<file path="src/urms_pkg.sv">
// Package for the receive and modem status block.
// Assumes a 16-bit register port with one-cycle read latency.
package urms_pkg;

	// -------------------------------------------------------------
	// Register offsets
	// -------------------------------------------------------------
	localparam logic [31:0] OFF_MODEM_LINE_STATUS   = 32'h5000_1018;
	localparam logic [31:0] OFF_SCRATCH_STORAGE     = 32'h5000_101c;
	localparam logic [31:0] OFF_RECEIVE_LINE_STATUS = 32'h5000_1014;
	localparam logic [31:0] OFF_RECEIVE_BUFFER      = 32'h5000_1000;
	localparam logic [31:0] OFF_MODEM_CONTROL       = 32'h5000_1010;
	localparam logic [31:0] OFF_FIFO_MODE           = 32'h5000_1008;
	localparam logic [31:0] OFF_IRQ_STATUS          = 32'h5000_1020;
	localparam logic [31:0] OFF_IRQ_MASK            = 32'h5000_1024;

	// -------------------------------------------------------------
	// Field positions
	// -------------------------------------------------------------
	localparam int LSR_DATA_AVAIL_BIT = 0;
	localparam int LSR_OVERRUN_BIT    = 1;
	localparam int MSR_CTS_CHG_BIT    = 0;
	localparam int MSR_CTS_BIT        = 4;
	localparam int MCR_RTS_BIT        = 1;
	localparam int MCR_LOOPBACK_BIT   = 4;
	localparam int FIFO_EN_BIT        = 0;
	localparam int SCRATCH_W          = 8;

	// Interrupt status bits
	localparam int IRQ_OVERRUN_BIT = 0;
	localparam int IRQ_CTS_CHG_BIT = 1;
	localparam int IRQ_RX_DATA_BIT = 2;
	localparam int IRQ_W           = 3;

	// -------------------------------------------------------------
	// Reset values and default FIFO depth
	// -------------------------------------------------------------
	localparam logic [7:0]  SCRATCH_RST = 8'h00;
	localparam logic [7:0]  MCR_RST     = 8'h00;
	localparam logic [15:0] REG_RST     = 16'h0000;
	localparam int          FIFO_DEPTH  = 16;

endpackage

</file>
<file path="src/urms_rx_fifo.sv">
// Receive FIFO of flip-flops, indexed by read and write pointers.
// Drops a push while full and a pop while empty.
module urms_rx_fifo #(
	parameter int DEPTH = 16,
	parameter int WIDTH = 8
) (
	input  wire logic             ref_clk,
	input  wire logic             rst_b,
	input  wire logic             clr,
	input  wire logic             push,
	input  wire logic [WIDTH-1:0] push_data,
	input  wire logic             pop,
	output logic      [WIDTH-1:0] head_data,
	output logic                  empty,
	output logic                  full
);
	localparam int AW = $clog2(DEPTH);

	// Pointer wrap bit needs a power-of-two depth
	if (DEPTH < 2 || (DEPTH & (DEPTH - 1)) != 0) begin : g_bad_depth
		$error("urms_rx_fifo: DEPTH must be a power of two >= 2");
	end

	logic [WIDTH-1:0] mem_r [DEPTH];
	logic [AW:0]      wr_ptr_r;
	logic [AW:0]      rd_ptr_r;
	wire              do_push = push && !full;
	wire              do_pop  = pop && !empty;

	assign empty     = (wr_ptr_r == rd_ptr_r);
	assign full      = (wr_ptr_r[AW-1:0] == rd_ptr_r[AW-1:0]) &&
	                   (wr_ptr_r[AW] != rd_ptr_r[AW]);
	assign head_data = mem_r[rd_ptr_r[AW-1:0]];

	always_ff @(posedge ref_clk or negedge rst_b) begin
		if (!rst_b) begin
			wr_ptr_r <= '0;
			rd_ptr_r <= '0;
		end else if (clr) begin
			wr_ptr_r <= '0;
			rd_ptr_r <= '0;
		end else begin
			if (do_push)
				wr_ptr_r <= wr_ptr_r + 1'b1;
			if (do_pop)
				rd_ptr_r <= rd_ptr_r + 1'b1;
		end
	end

	always_ff @(posedge ref_clk) begin
		if (do_push)
			mem_r[wr_ptr_r[AW-1:0]] <= push_data;
	end
endmodule

</file>
<file path="src/urms_sticky.sv">
// One sticky status bit: set by an event, cleared by a trigger.
// Set wins over a clear arriving in the same cycle.
module urms_sticky (
	input  wire logic ref_clk,
	input  wire logic rst_b,
	input  wire logic set,
	input  wire logic clr,
	output logic      q
);
	always_ff @(posedge ref_clk or negedge rst_b) begin
		if (!rst_b)
			q <= 1'b0;
		else if (set)
			q <= 1'b1;
		else if (clr)
			q <= 1'b0;
	end
endmodule

</file>
<file path="src/urms_top.sv">
// Receive line status, modem status and scratch registers of a UART.
// Assumes received characters arrive as one-cycle strobes with data,
// and that cts_b is synchronous to ref_clk.
//
// Our own choice: strobed register access.
module urms_top #(
	parameter int FIFO_DEPTH = urms_pkg::FIFO_DEPTH
) (
	input  wire logic        ref_clk,
	input  wire logic        rst_b,
	// Register port
	input  wire logic [31:0] reg_addr,
	input  wire logic [15:0] reg_wdata,
	input  wire logic        reg_wr,
	input  wire logic        reg_rd,
	output logic      [15:0] reg_rdata,
	// Receiver side
	input  wire logic        rx_char_done,
	input  wire logic [7:0]  rx_char,
	// Modem lines
	input  wire logic        cts_b,
	output logic             rts_b,
	// Interrupt
	output logic             irq
);
	// Depth must suit the FIFO pointer logic
	if (FIFO_DEPTH < 2 ||
	    (FIFO_DEPTH & (FIFO_DEPTH - 1)) != 0) begin : g_bad_depth
		$error("urms_top: FIFO_DEPTH must be a power of two >= 2");
	end

	// -------------------------------------------------------------
	// Address decode
	// -------------------------------------------------------------
	wire sel_msr  = (reg_addr == urms_pkg::OFF_MODEM_LINE_STATUS);
	wire sel_scr  = (reg_addr == urms_pkg::OFF_SCRATCH_STORAGE);
	wire sel_lsr  = (reg_addr == urms_pkg::OFF_RECEIVE_LINE_STATUS);
	wire sel_rbr  = (reg_addr == urms_pkg::OFF_RECEIVE_BUFFER);
	wire sel_mcr  = (reg_addr == urms_pkg::OFF_MODEM_CONTROL);
	wire sel_fmd  = (reg_addr == urms_pkg::OFF_FIFO_MODE);
	wire sel_ists = (reg_addr == urms_pkg::OFF_IRQ_STATUS);
	wire sel_imsk = (reg_addr == urms_pkg::OFF_IRQ_MASK);

	wire rd_msr = reg_rd && sel_msr;
	wire rd_lsr = reg_rd && sel_lsr;
	wire rd_rbr = reg_rd && sel_rbr;
	wire wr_scr = reg_wr && sel_scr;
	wire wr_mcr = reg_wr && sel_mcr;
	wire wr_fmd = reg_wr && sel_fmd;
	wire wr_ist = reg_wr && sel_ists;
	wire wr_imk = reg_wr && sel_imsk;

	// -------------------------------------------------------------
	// Control registers
	// -------------------------------------------------------------
	logic [7:0]  scratch_byte_r;
	logic [7:0]  modem_control_r;
	logic        fifo_en_r;
	logic [urms_pkg::IRQ_W-1:0] irq_mask_r;

	always_ff @(posedge ref_clk or negedge rst_b) begin
		if (!rst_b) begin
			scratch_byte_r  <= urms_pkg::SCRATCH_RST;
			modem_control_r <= urms_pkg::MCR_RST;
			fifo_en_r       <= 1'b0;
			irq_mask_r      <= '0;
		end else begin
			if (wr_scr)
				scratch_byte_r <= reg_wdata[7:0];
			if (wr_mcr)
				modem_control_r <= reg_wdata[7:0];
			if (wr_fmd)
				fifo_en_r <= reg_wdata[urms_pkg::FIFO_EN_BIT];
			if (wr_imk)
				irq_mask_r <= reg_wdata[urms_pkg::IRQ_W-1:0];
		end
	end

	wire loopback = modem_control_r[urms_pkg::MCR_LOOPBACK_BIT];
	wire rts_bit  = modem_control_r[urms_pkg::MCR_RTS_BIT];

	// Outgoing line held deasserted during loopback
	assign rts_b = loopback ? 1'b1 : !rts_bit;

	// -------------------------------------------------------------
	// Receive path
	// -------------------------------------------------------------
	logic [7:0] receive_buffer_r;
	logic       rbr_full_r;
	logic       fifo_empty;
	logic       fifo_full;
	logic [7:0] fifo_head;

	wire fifo_push  = fifo_en_r && rx_char_done && !fifo_full;
	wire fifo_pop   = fifo_en_r && rd_rbr;
	// Mode change flushes held data
	wire fifo_clr   = wr_fmd;

	wire ovr_nofifo = !fifo_en_r && rx_char_done && rbr_full_r;
	wire ovr_fifo   = fifo_en_r && rx_char_done && fifo_full;
	wire overrun_ev = ovr_nofifo || ovr_fifo;

	urms_rx_fifo #(
		.DEPTH    (FIFO_DEPTH),
		.WIDTH    (8)
	) u_fifo (
		.ref_clk  (ref_clk),
		.rst_b    (rst_b),
		.clr      (fifo_clr),
		.push     (fifo_push),
		.push_data(rx_char),
		.pop      (fifo_pop),
		.head_data(fifo_head),
		.empty    (fifo_empty),
		.full     (fifo_full)
	);

	always_ff @(posedge ref_clk or negedge rst_b) begin
		if (!rst_b) begin
			receive_buffer_r <= 8'h00;
			rbr_full_r       <= 1'b0;
		end else if (wr_fmd) begin
			rbr_full_r <= 1'b0;
		end else if (!fifo_en_r && rx_char_done) begin
			receive_buffer_r <= rx_char;
			rbr_full_r       <= 1'b1;
		end else if (!fifo_en_r && rd_rbr) begin
			rbr_full_r <= 1'b0;
		end
	end

	// Empty FIFO drops the flag directly
	wire data_avail = fifo_en_r ? !fifo_empty : rbr_full_r;
	wire [7:0] rbr_view = fifo_en_r ? fifo_head : receive_buffer_r;

	// Overrun: set wins over the clearing read
	logic overrun_q;
	urms_sticky u_ovr (
		.ref_clk(ref_clk),
		.rst_b  (rst_b),
		.set    (overrun_ev),
		.clr    (rd_lsr),
		.q      (overrun_q)
	);

	// -------------------------------------------------------------
	// Clear-to-send and change detect
	// -------------------------------------------------------------
	wire cts_now = loopback ? rts_bit : !cts_b;

	logic cts_prev_r;
	logic rst_seen_r;

	always_ff @(posedge ref_clk or negedge rst_b) begin
		if (!rst_b) begin
			cts_prev_r <= 1'b0;
			rst_seen_r <= 1'b1;
		end else begin
			cts_prev_r <= cts_now;
			rst_seen_r <= 1'b0;
		end
	end

	// Previous level treated as deasserted across reset
	wire cts_edge = (cts_now != cts_prev_r) && !rst_seen_r;
	wire cts_rst  = rst_seen_r && cts_now;

	logic cts_chg_q;
	urms_sticky u_dcts (
		.ref_clk(ref_clk),
		.rst_b  (rst_b),
		.set    (cts_edge || cts_rst),
		.clr    (rd_msr),
		.q      (cts_chg_q)
	);

	// -------------------------------------------------------------
	// Interrupt status and mask
	// -------------------------------------------------------------
	wire  [urms_pkg::IRQ_W-1:0] irq_sts;
	wire  [urms_pkg::IRQ_W-1:0] irq_set;
	wire  [urms_pkg::IRQ_W-1:0] irq_clr;

	assign irq_set[urms_pkg::IRQ_OVERRUN_BIT] = overrun_ev;
	assign irq_set[urms_pkg::IRQ_CTS_CHG_BIT] = cts_edge || cts_rst;
	assign irq_set[urms_pkg::IRQ_RX_DATA_BIT] =
		fifo_push || (!fifo_en_r && rx_char_done);
	assign irq_clr = wr_ist ? reg_wdata[urms_pkg::IRQ_W-1:0] : '0;

	genvar gi;
	generate
		for (gi = 0; gi < urms_pkg::IRQ_W; gi++) begin : g_irq
			urms_sticky u_bit (
				.ref_clk(ref_clk),
				.rst_b  (rst_b),
				.set    (irq_set[gi]),
				.clr    (irq_clr[gi]),
				.q      (irq_sts[gi])
			);
		end
	endgenerate

	assign irq = |(irq_sts & irq_mask_r);

	// -------------------------------------------------------------
	// Read data
	// -------------------------------------------------------------
	logic [15:0] lsr_view;
	logic [15:0] msr_view;
	logic [15:0] rdata_nxt;
	logic [15:0] reg_rdata_r;

	always_comb begin
		lsr_view = urms_pkg::REG_RST;
		lsr_view[urms_pkg::LSR_DATA_AVAIL_BIT] = data_avail;
		lsr_view[urms_pkg::LSR_OVERRUN_BIT]    = overrun_q;
		msr_view = urms_pkg::REG_RST;
		msr_view[urms_pkg::MSR_CTS_BIT]     = cts_now;
		msr_view[urms_pkg::MSR_CTS_CHG_BIT] = cts_chg_q;
	end

	always_comb begin
		rdata_nxt = urms_pkg::REG_RST;
		if (sel_msr)
			rdata_nxt = msr_view;
		else if (sel_scr)
			rdata_nxt = {8'h00, scratch_byte_r};
		else if (sel_lsr)
			rdata_nxt = lsr_view;
		else if (sel_rbr)
			rdata_nxt = {8'h00, rbr_view};
		else if (sel_mcr)
			rdata_nxt = {8'h00, modem_control_r};
		else if (sel_fmd)
			rdata_nxt = {15'h0000, fifo_en_r};
		else if (sel_ists)
			rdata_nxt = {13'h0000, irq_sts};
		else if (sel_imsk)
			rdata_nxt = {13'h0000, irq_mask_r};
	end

	always_ff @(posedge ref_clk or negedge rst_b) begin
		if (!rst_b)
			reg_rdata_r <= urms_pkg::REG_RST;
		else if (reg_rd)
			reg_rdata_r <= rdata_nxt;
		else
			reg_rdata_r <= urms_pkg::REG_RST;
	end

	assign reg_rdata = reg_rdata_r;
endmodule

</file>
<file path="config.mk">
export PLATFORM = sky130hd
export DESIGN_NAME = urms_top
export DESIGN_NICKNAME = d
export VERILOG_FILES = /design/src/urms_pkg.sv /design/src/urms_rx_fifo.sv /design/src/urms_sticky.sv /design/src/urms_top.sv
export SDC_FILE = /design/constraint.sdc
export NUM_CORES = 1
export LEC_CHECK = 0
export BUFFER_PORTS_ARGS = -buffer_cell sky130_fd_sc_hd__clkbuf_2
export CORE_MARGIN = 5
export CORE_UTILIZATION = 50
export DETAILED_ROUTE_END_ITERATION = 10
export GPL_TIMING_DRIVEN = 0
export PLACE_DENSITY = 0.69
export SLEW_MARGIN = 10
export SYNTH_ARGS = -nofsm -noshare
export SYNTH_HDL_FRONTEND = slang
export SYNTH_SLANG_ARGS = --single-unit
</file>
<file path="constraint.sdc">
create_clock -name ref_clk -period 4.8 [get_ports ref_clk]
set_input_delay 1.2 -clock ref_clk [delete_from_list [all_inputs] [get_ports ref_clk]]
set_output_delay 1.2 -clock ref_clk [all_outputs]
set_load 0.02 [all_outputs]
</file>
==> results.py <==
metrics = {
    "job": {
        "maxCapViolCount": 0,
    },
    "placed_design": {
        "dpl_cell_area_mm2": 0.00852,
        "hpwl_mm": 11.9,
        "place_congestion": 0.900,
        "portBuffers": 61,
    },
    "grt": {
        "grt_pass1_vias": 4734,
        "grt_max_degree": 55,
        "overflow": 0,
        "grt_usage_pct": 19.8,
        "antenna_found_initial": 0,
        "grt_pass1_wl_mm": 27.0,
    },
    "worst_setup_path": {
        "slowest_stage": "a2111oi_0",
        "path_max_fanout": 5,
        "critPathKind": "input port to register",
        "cp_cell_sequence": "clkbuf_2 -> nor4_2 -> nand4_2 -> nor3_1 -> nand2b_1 -> a2111oi_0 -> o22ai_1",
        "cp.arrival_ps": 3380,
        "endpoint_kind": "register",
        "slowest_delay_ps": 800,
        "required_ps": 5070,
        "cp-start-kind": "input port",
    },
    "logic_synthesis": {
        "syn-instance-count": 502,
        "synth_most_common_cell": "edfxtp_1",
        "synthArstFlopShare_pct": 29.7,
        "yosysTopAreaCell": "edfxtp_1",
        "yosysTopAreaCellShare_pct": 48.7,
        "synth_area_per_cell_um2": 15.7,
        "synth_seq_cells": 182,
        "yosysUniqueCellTypes": 55,
        "synthFlopType": "edfxtp_1",
        "yosys-top-cells-count": "128 x edfxtp_1, 53 x dfrtp_1, 32 x mux2_2, 30 x mux4_2",
        "synth_area_mm2": 0.00789,
        "yosys-top-cells-area": "edfxtp_1 49%, dfrtp_1 17%, mux4_2 8.6%",
        "synth_edf_count": 128,
        "yosysSeqAreaShare_pct": 65.9,
        "ys_warn_count": 0,
    },
    "timing": {
        "min_period_ps": 3110,
        "period_share_pct": 64.9,
        "worstMarginPinSlew_ps": 1000,
        "max_freq_ghz": 0.321,
        "slew_violations": 0,
        "finalHoldViolations": 0,
        "fin_tns_setup_ps": 0,
        "grt_setup_unrepaired": "false",
        "final-setup-viol-count": 0,
        "slew-limit-headroom_pct": 32.8,
        "fin_skew_ps": 10.4,
    },
    "cells_and_area": {
        "multiInputGateArea_mm2": 0.00253,
        "drive_gt1_share_pct": 31.7,
        "stdcell_area_mm2": 0.00911,
        "final_nets": 657,
        "n_fill_cell": 1234,
        "antenna_cells": 0,
        "syn2layout_area_growth_pct": 15.5,
        "regArea_mm2": 0.00520,
    },
    "clocking": {
        "hold_buffers": 0,
        "root_buffer": "clkbuf_16",
        "post_cts.repair.setup_buffers": 0,
        "clock_sink_count": 182,
        "clk_pin_slew_ps": 70,
        "cts_buffer_depth": 2,
        "clk_latency_ps": 430,
        "cts_resized": 0,
        "cts-htree-levels": 4,
        "cts_buffers": 17,
        "tritoncts": "built",
    },
    "drt": {
        "dr.pass1.iters": 5,
        "wl_per_cell_um": 21.3,
        "first_iter_violations": 424,
        "drcViolationCount": 0,
        "dr_total_vias": 4663,
        "drtAntennaViolNets": 0,
        "drt_wl_total_mm": 17.4,
        "via_per_inst": 5.70,
    },
    "floorplan": {
        "start_util_pct": 50.4,
        "dieArea_mm2": 0.0184,
        "num_io_pins": 80,
        "chipHeight_um": 136,
        "core-area_mm2": 0.0157,
        "rows": 46,
        "die_x_um": 136,
    },
    "hold_path": {
        "holdCritPathClass": "register to register",
    },
    "power_and_ir_drop": {
        "max-vdd-ir-drop_mv": 0.259,
        "p_per_area_mw_per_mm2": 405,
        "leakage_nw": 3.39,
    },
    "run_status": {
        "status": "completed",
    },
}
-- layer usage --
metal  up-vias  wire length [um]  track usage (%)
li1       2099                 -                -
met1      2345              7410             26.8
met2       184              8540             32.2
met3        35              1040             3.75
met4         0               453             7.56
met5         -                 0                0
-- per-stage QoR --
step	setup slack (ps)	power (mW)	util (%)	hold slack, ps	instances
2_1_floorplan	1970	2.13	-	467	510
3_3_place_gp	1300	2.27	54.3	486	787
3_5_place_dp	1360	2.30	54.4	492	787
4_1_cts	1820	3.70	58.2	507	818
5_1_grt	1650	3.82	58.2	526	818
6_report	1690	3.69	58.2	511	818
-- report_power, final --
| group | internal [mW] | switching [mW] |
|---|---|---|
| logic | 0.126 | 0.269 |
| registers | 1.83 | 0.0435 |
| clock network | 0.821 | 0.600 |
| total | 2.77 | 0.913 |
-- placed cells by master (no fill, tap or decap), types with 12 or more instances in the layout --
cell type	netlist	layout
mux2_2	32	32
a21oi_1	15	15
clkbuf_2	0	60
mux2i_1	17	17
o21ai_0	15	15
buf_2	12	12
mux4_2	30	30
nor2_1	27	27
buf_4	12	12
nand2_1	27	27
dfrtp_1	53	53
clkbuf_16	0	17
edfxtp_1	128	128
-- cell families after synthesis --
logic type	count (synthesis)	share of synthesized area, %
XOR/XNOR	11	1.22
buffers and inverters	40	2.66
other	1	0.0475
adder cells (fa/ha/maj)	5	0.793
flip-flops	182	65.9
AO/OA/AOI/OAI	61	5.19
AND/OR/NAND/NOR	123	8.94
multiplexers	79	15.3
-- path summary, 6_finish.rpt --
| check | startpoint | endpoint | slack [ps] | cells past startpoint |
|---|---|---|---|---|
| min in group asynchronous | rst_b | g_irq[1].u_bit.q | 860 | 1 |
| hold reg to reg | receive_buffer_r[2] | receive_buffer_r[2] | 510 | 1 |
| setup reg to reg | u_fifo.rd_ptr_r[1] | reg_rdata[0] | 1950 | 8 |
| max in group asynchronous | rst_b | reg_rdata[7] | 3460 | 1 |
| setup / recovery | reg_addr[11] | reg_rdata[0] | 1690 | 7 |
| hold / removal | receive_buffer_r[2] | receive_buffer_r[2] | 510 | 1 |
-- state kept, by name, summed over array words and instances, names as in the netlist, 3 cells and up --
register,flops
g_irq.u_bit.q,3
u_fifo.mem_r,128
u_fifo.rd_ptr_r,5
u_fifo.wr_ptr_r,5
irq_mask_r,3
reg_rdata,8
scratch_byte_r,8
receive_buffer_r,8
modem_control_r,8
-- critical path, delay by kind of cell --
kind	cells	cell delay (ps)
and+or+nand+nor	4	1110
AOI/OAI and AO/OA	2	970
buffers and inverters	1	90
-- final cells by class --
cell class	instances	share of cell area, %
flip-flops and latches	182	57.0
multi-input cells	288	27.8
clock inverters	14	1.88
well taps	216	2.96
clock buffers	17	4.67
plain buffers	31	1.94
inverters	9	0.371
repair buffers	61	3.38
(Power assumes the default switching activity.)
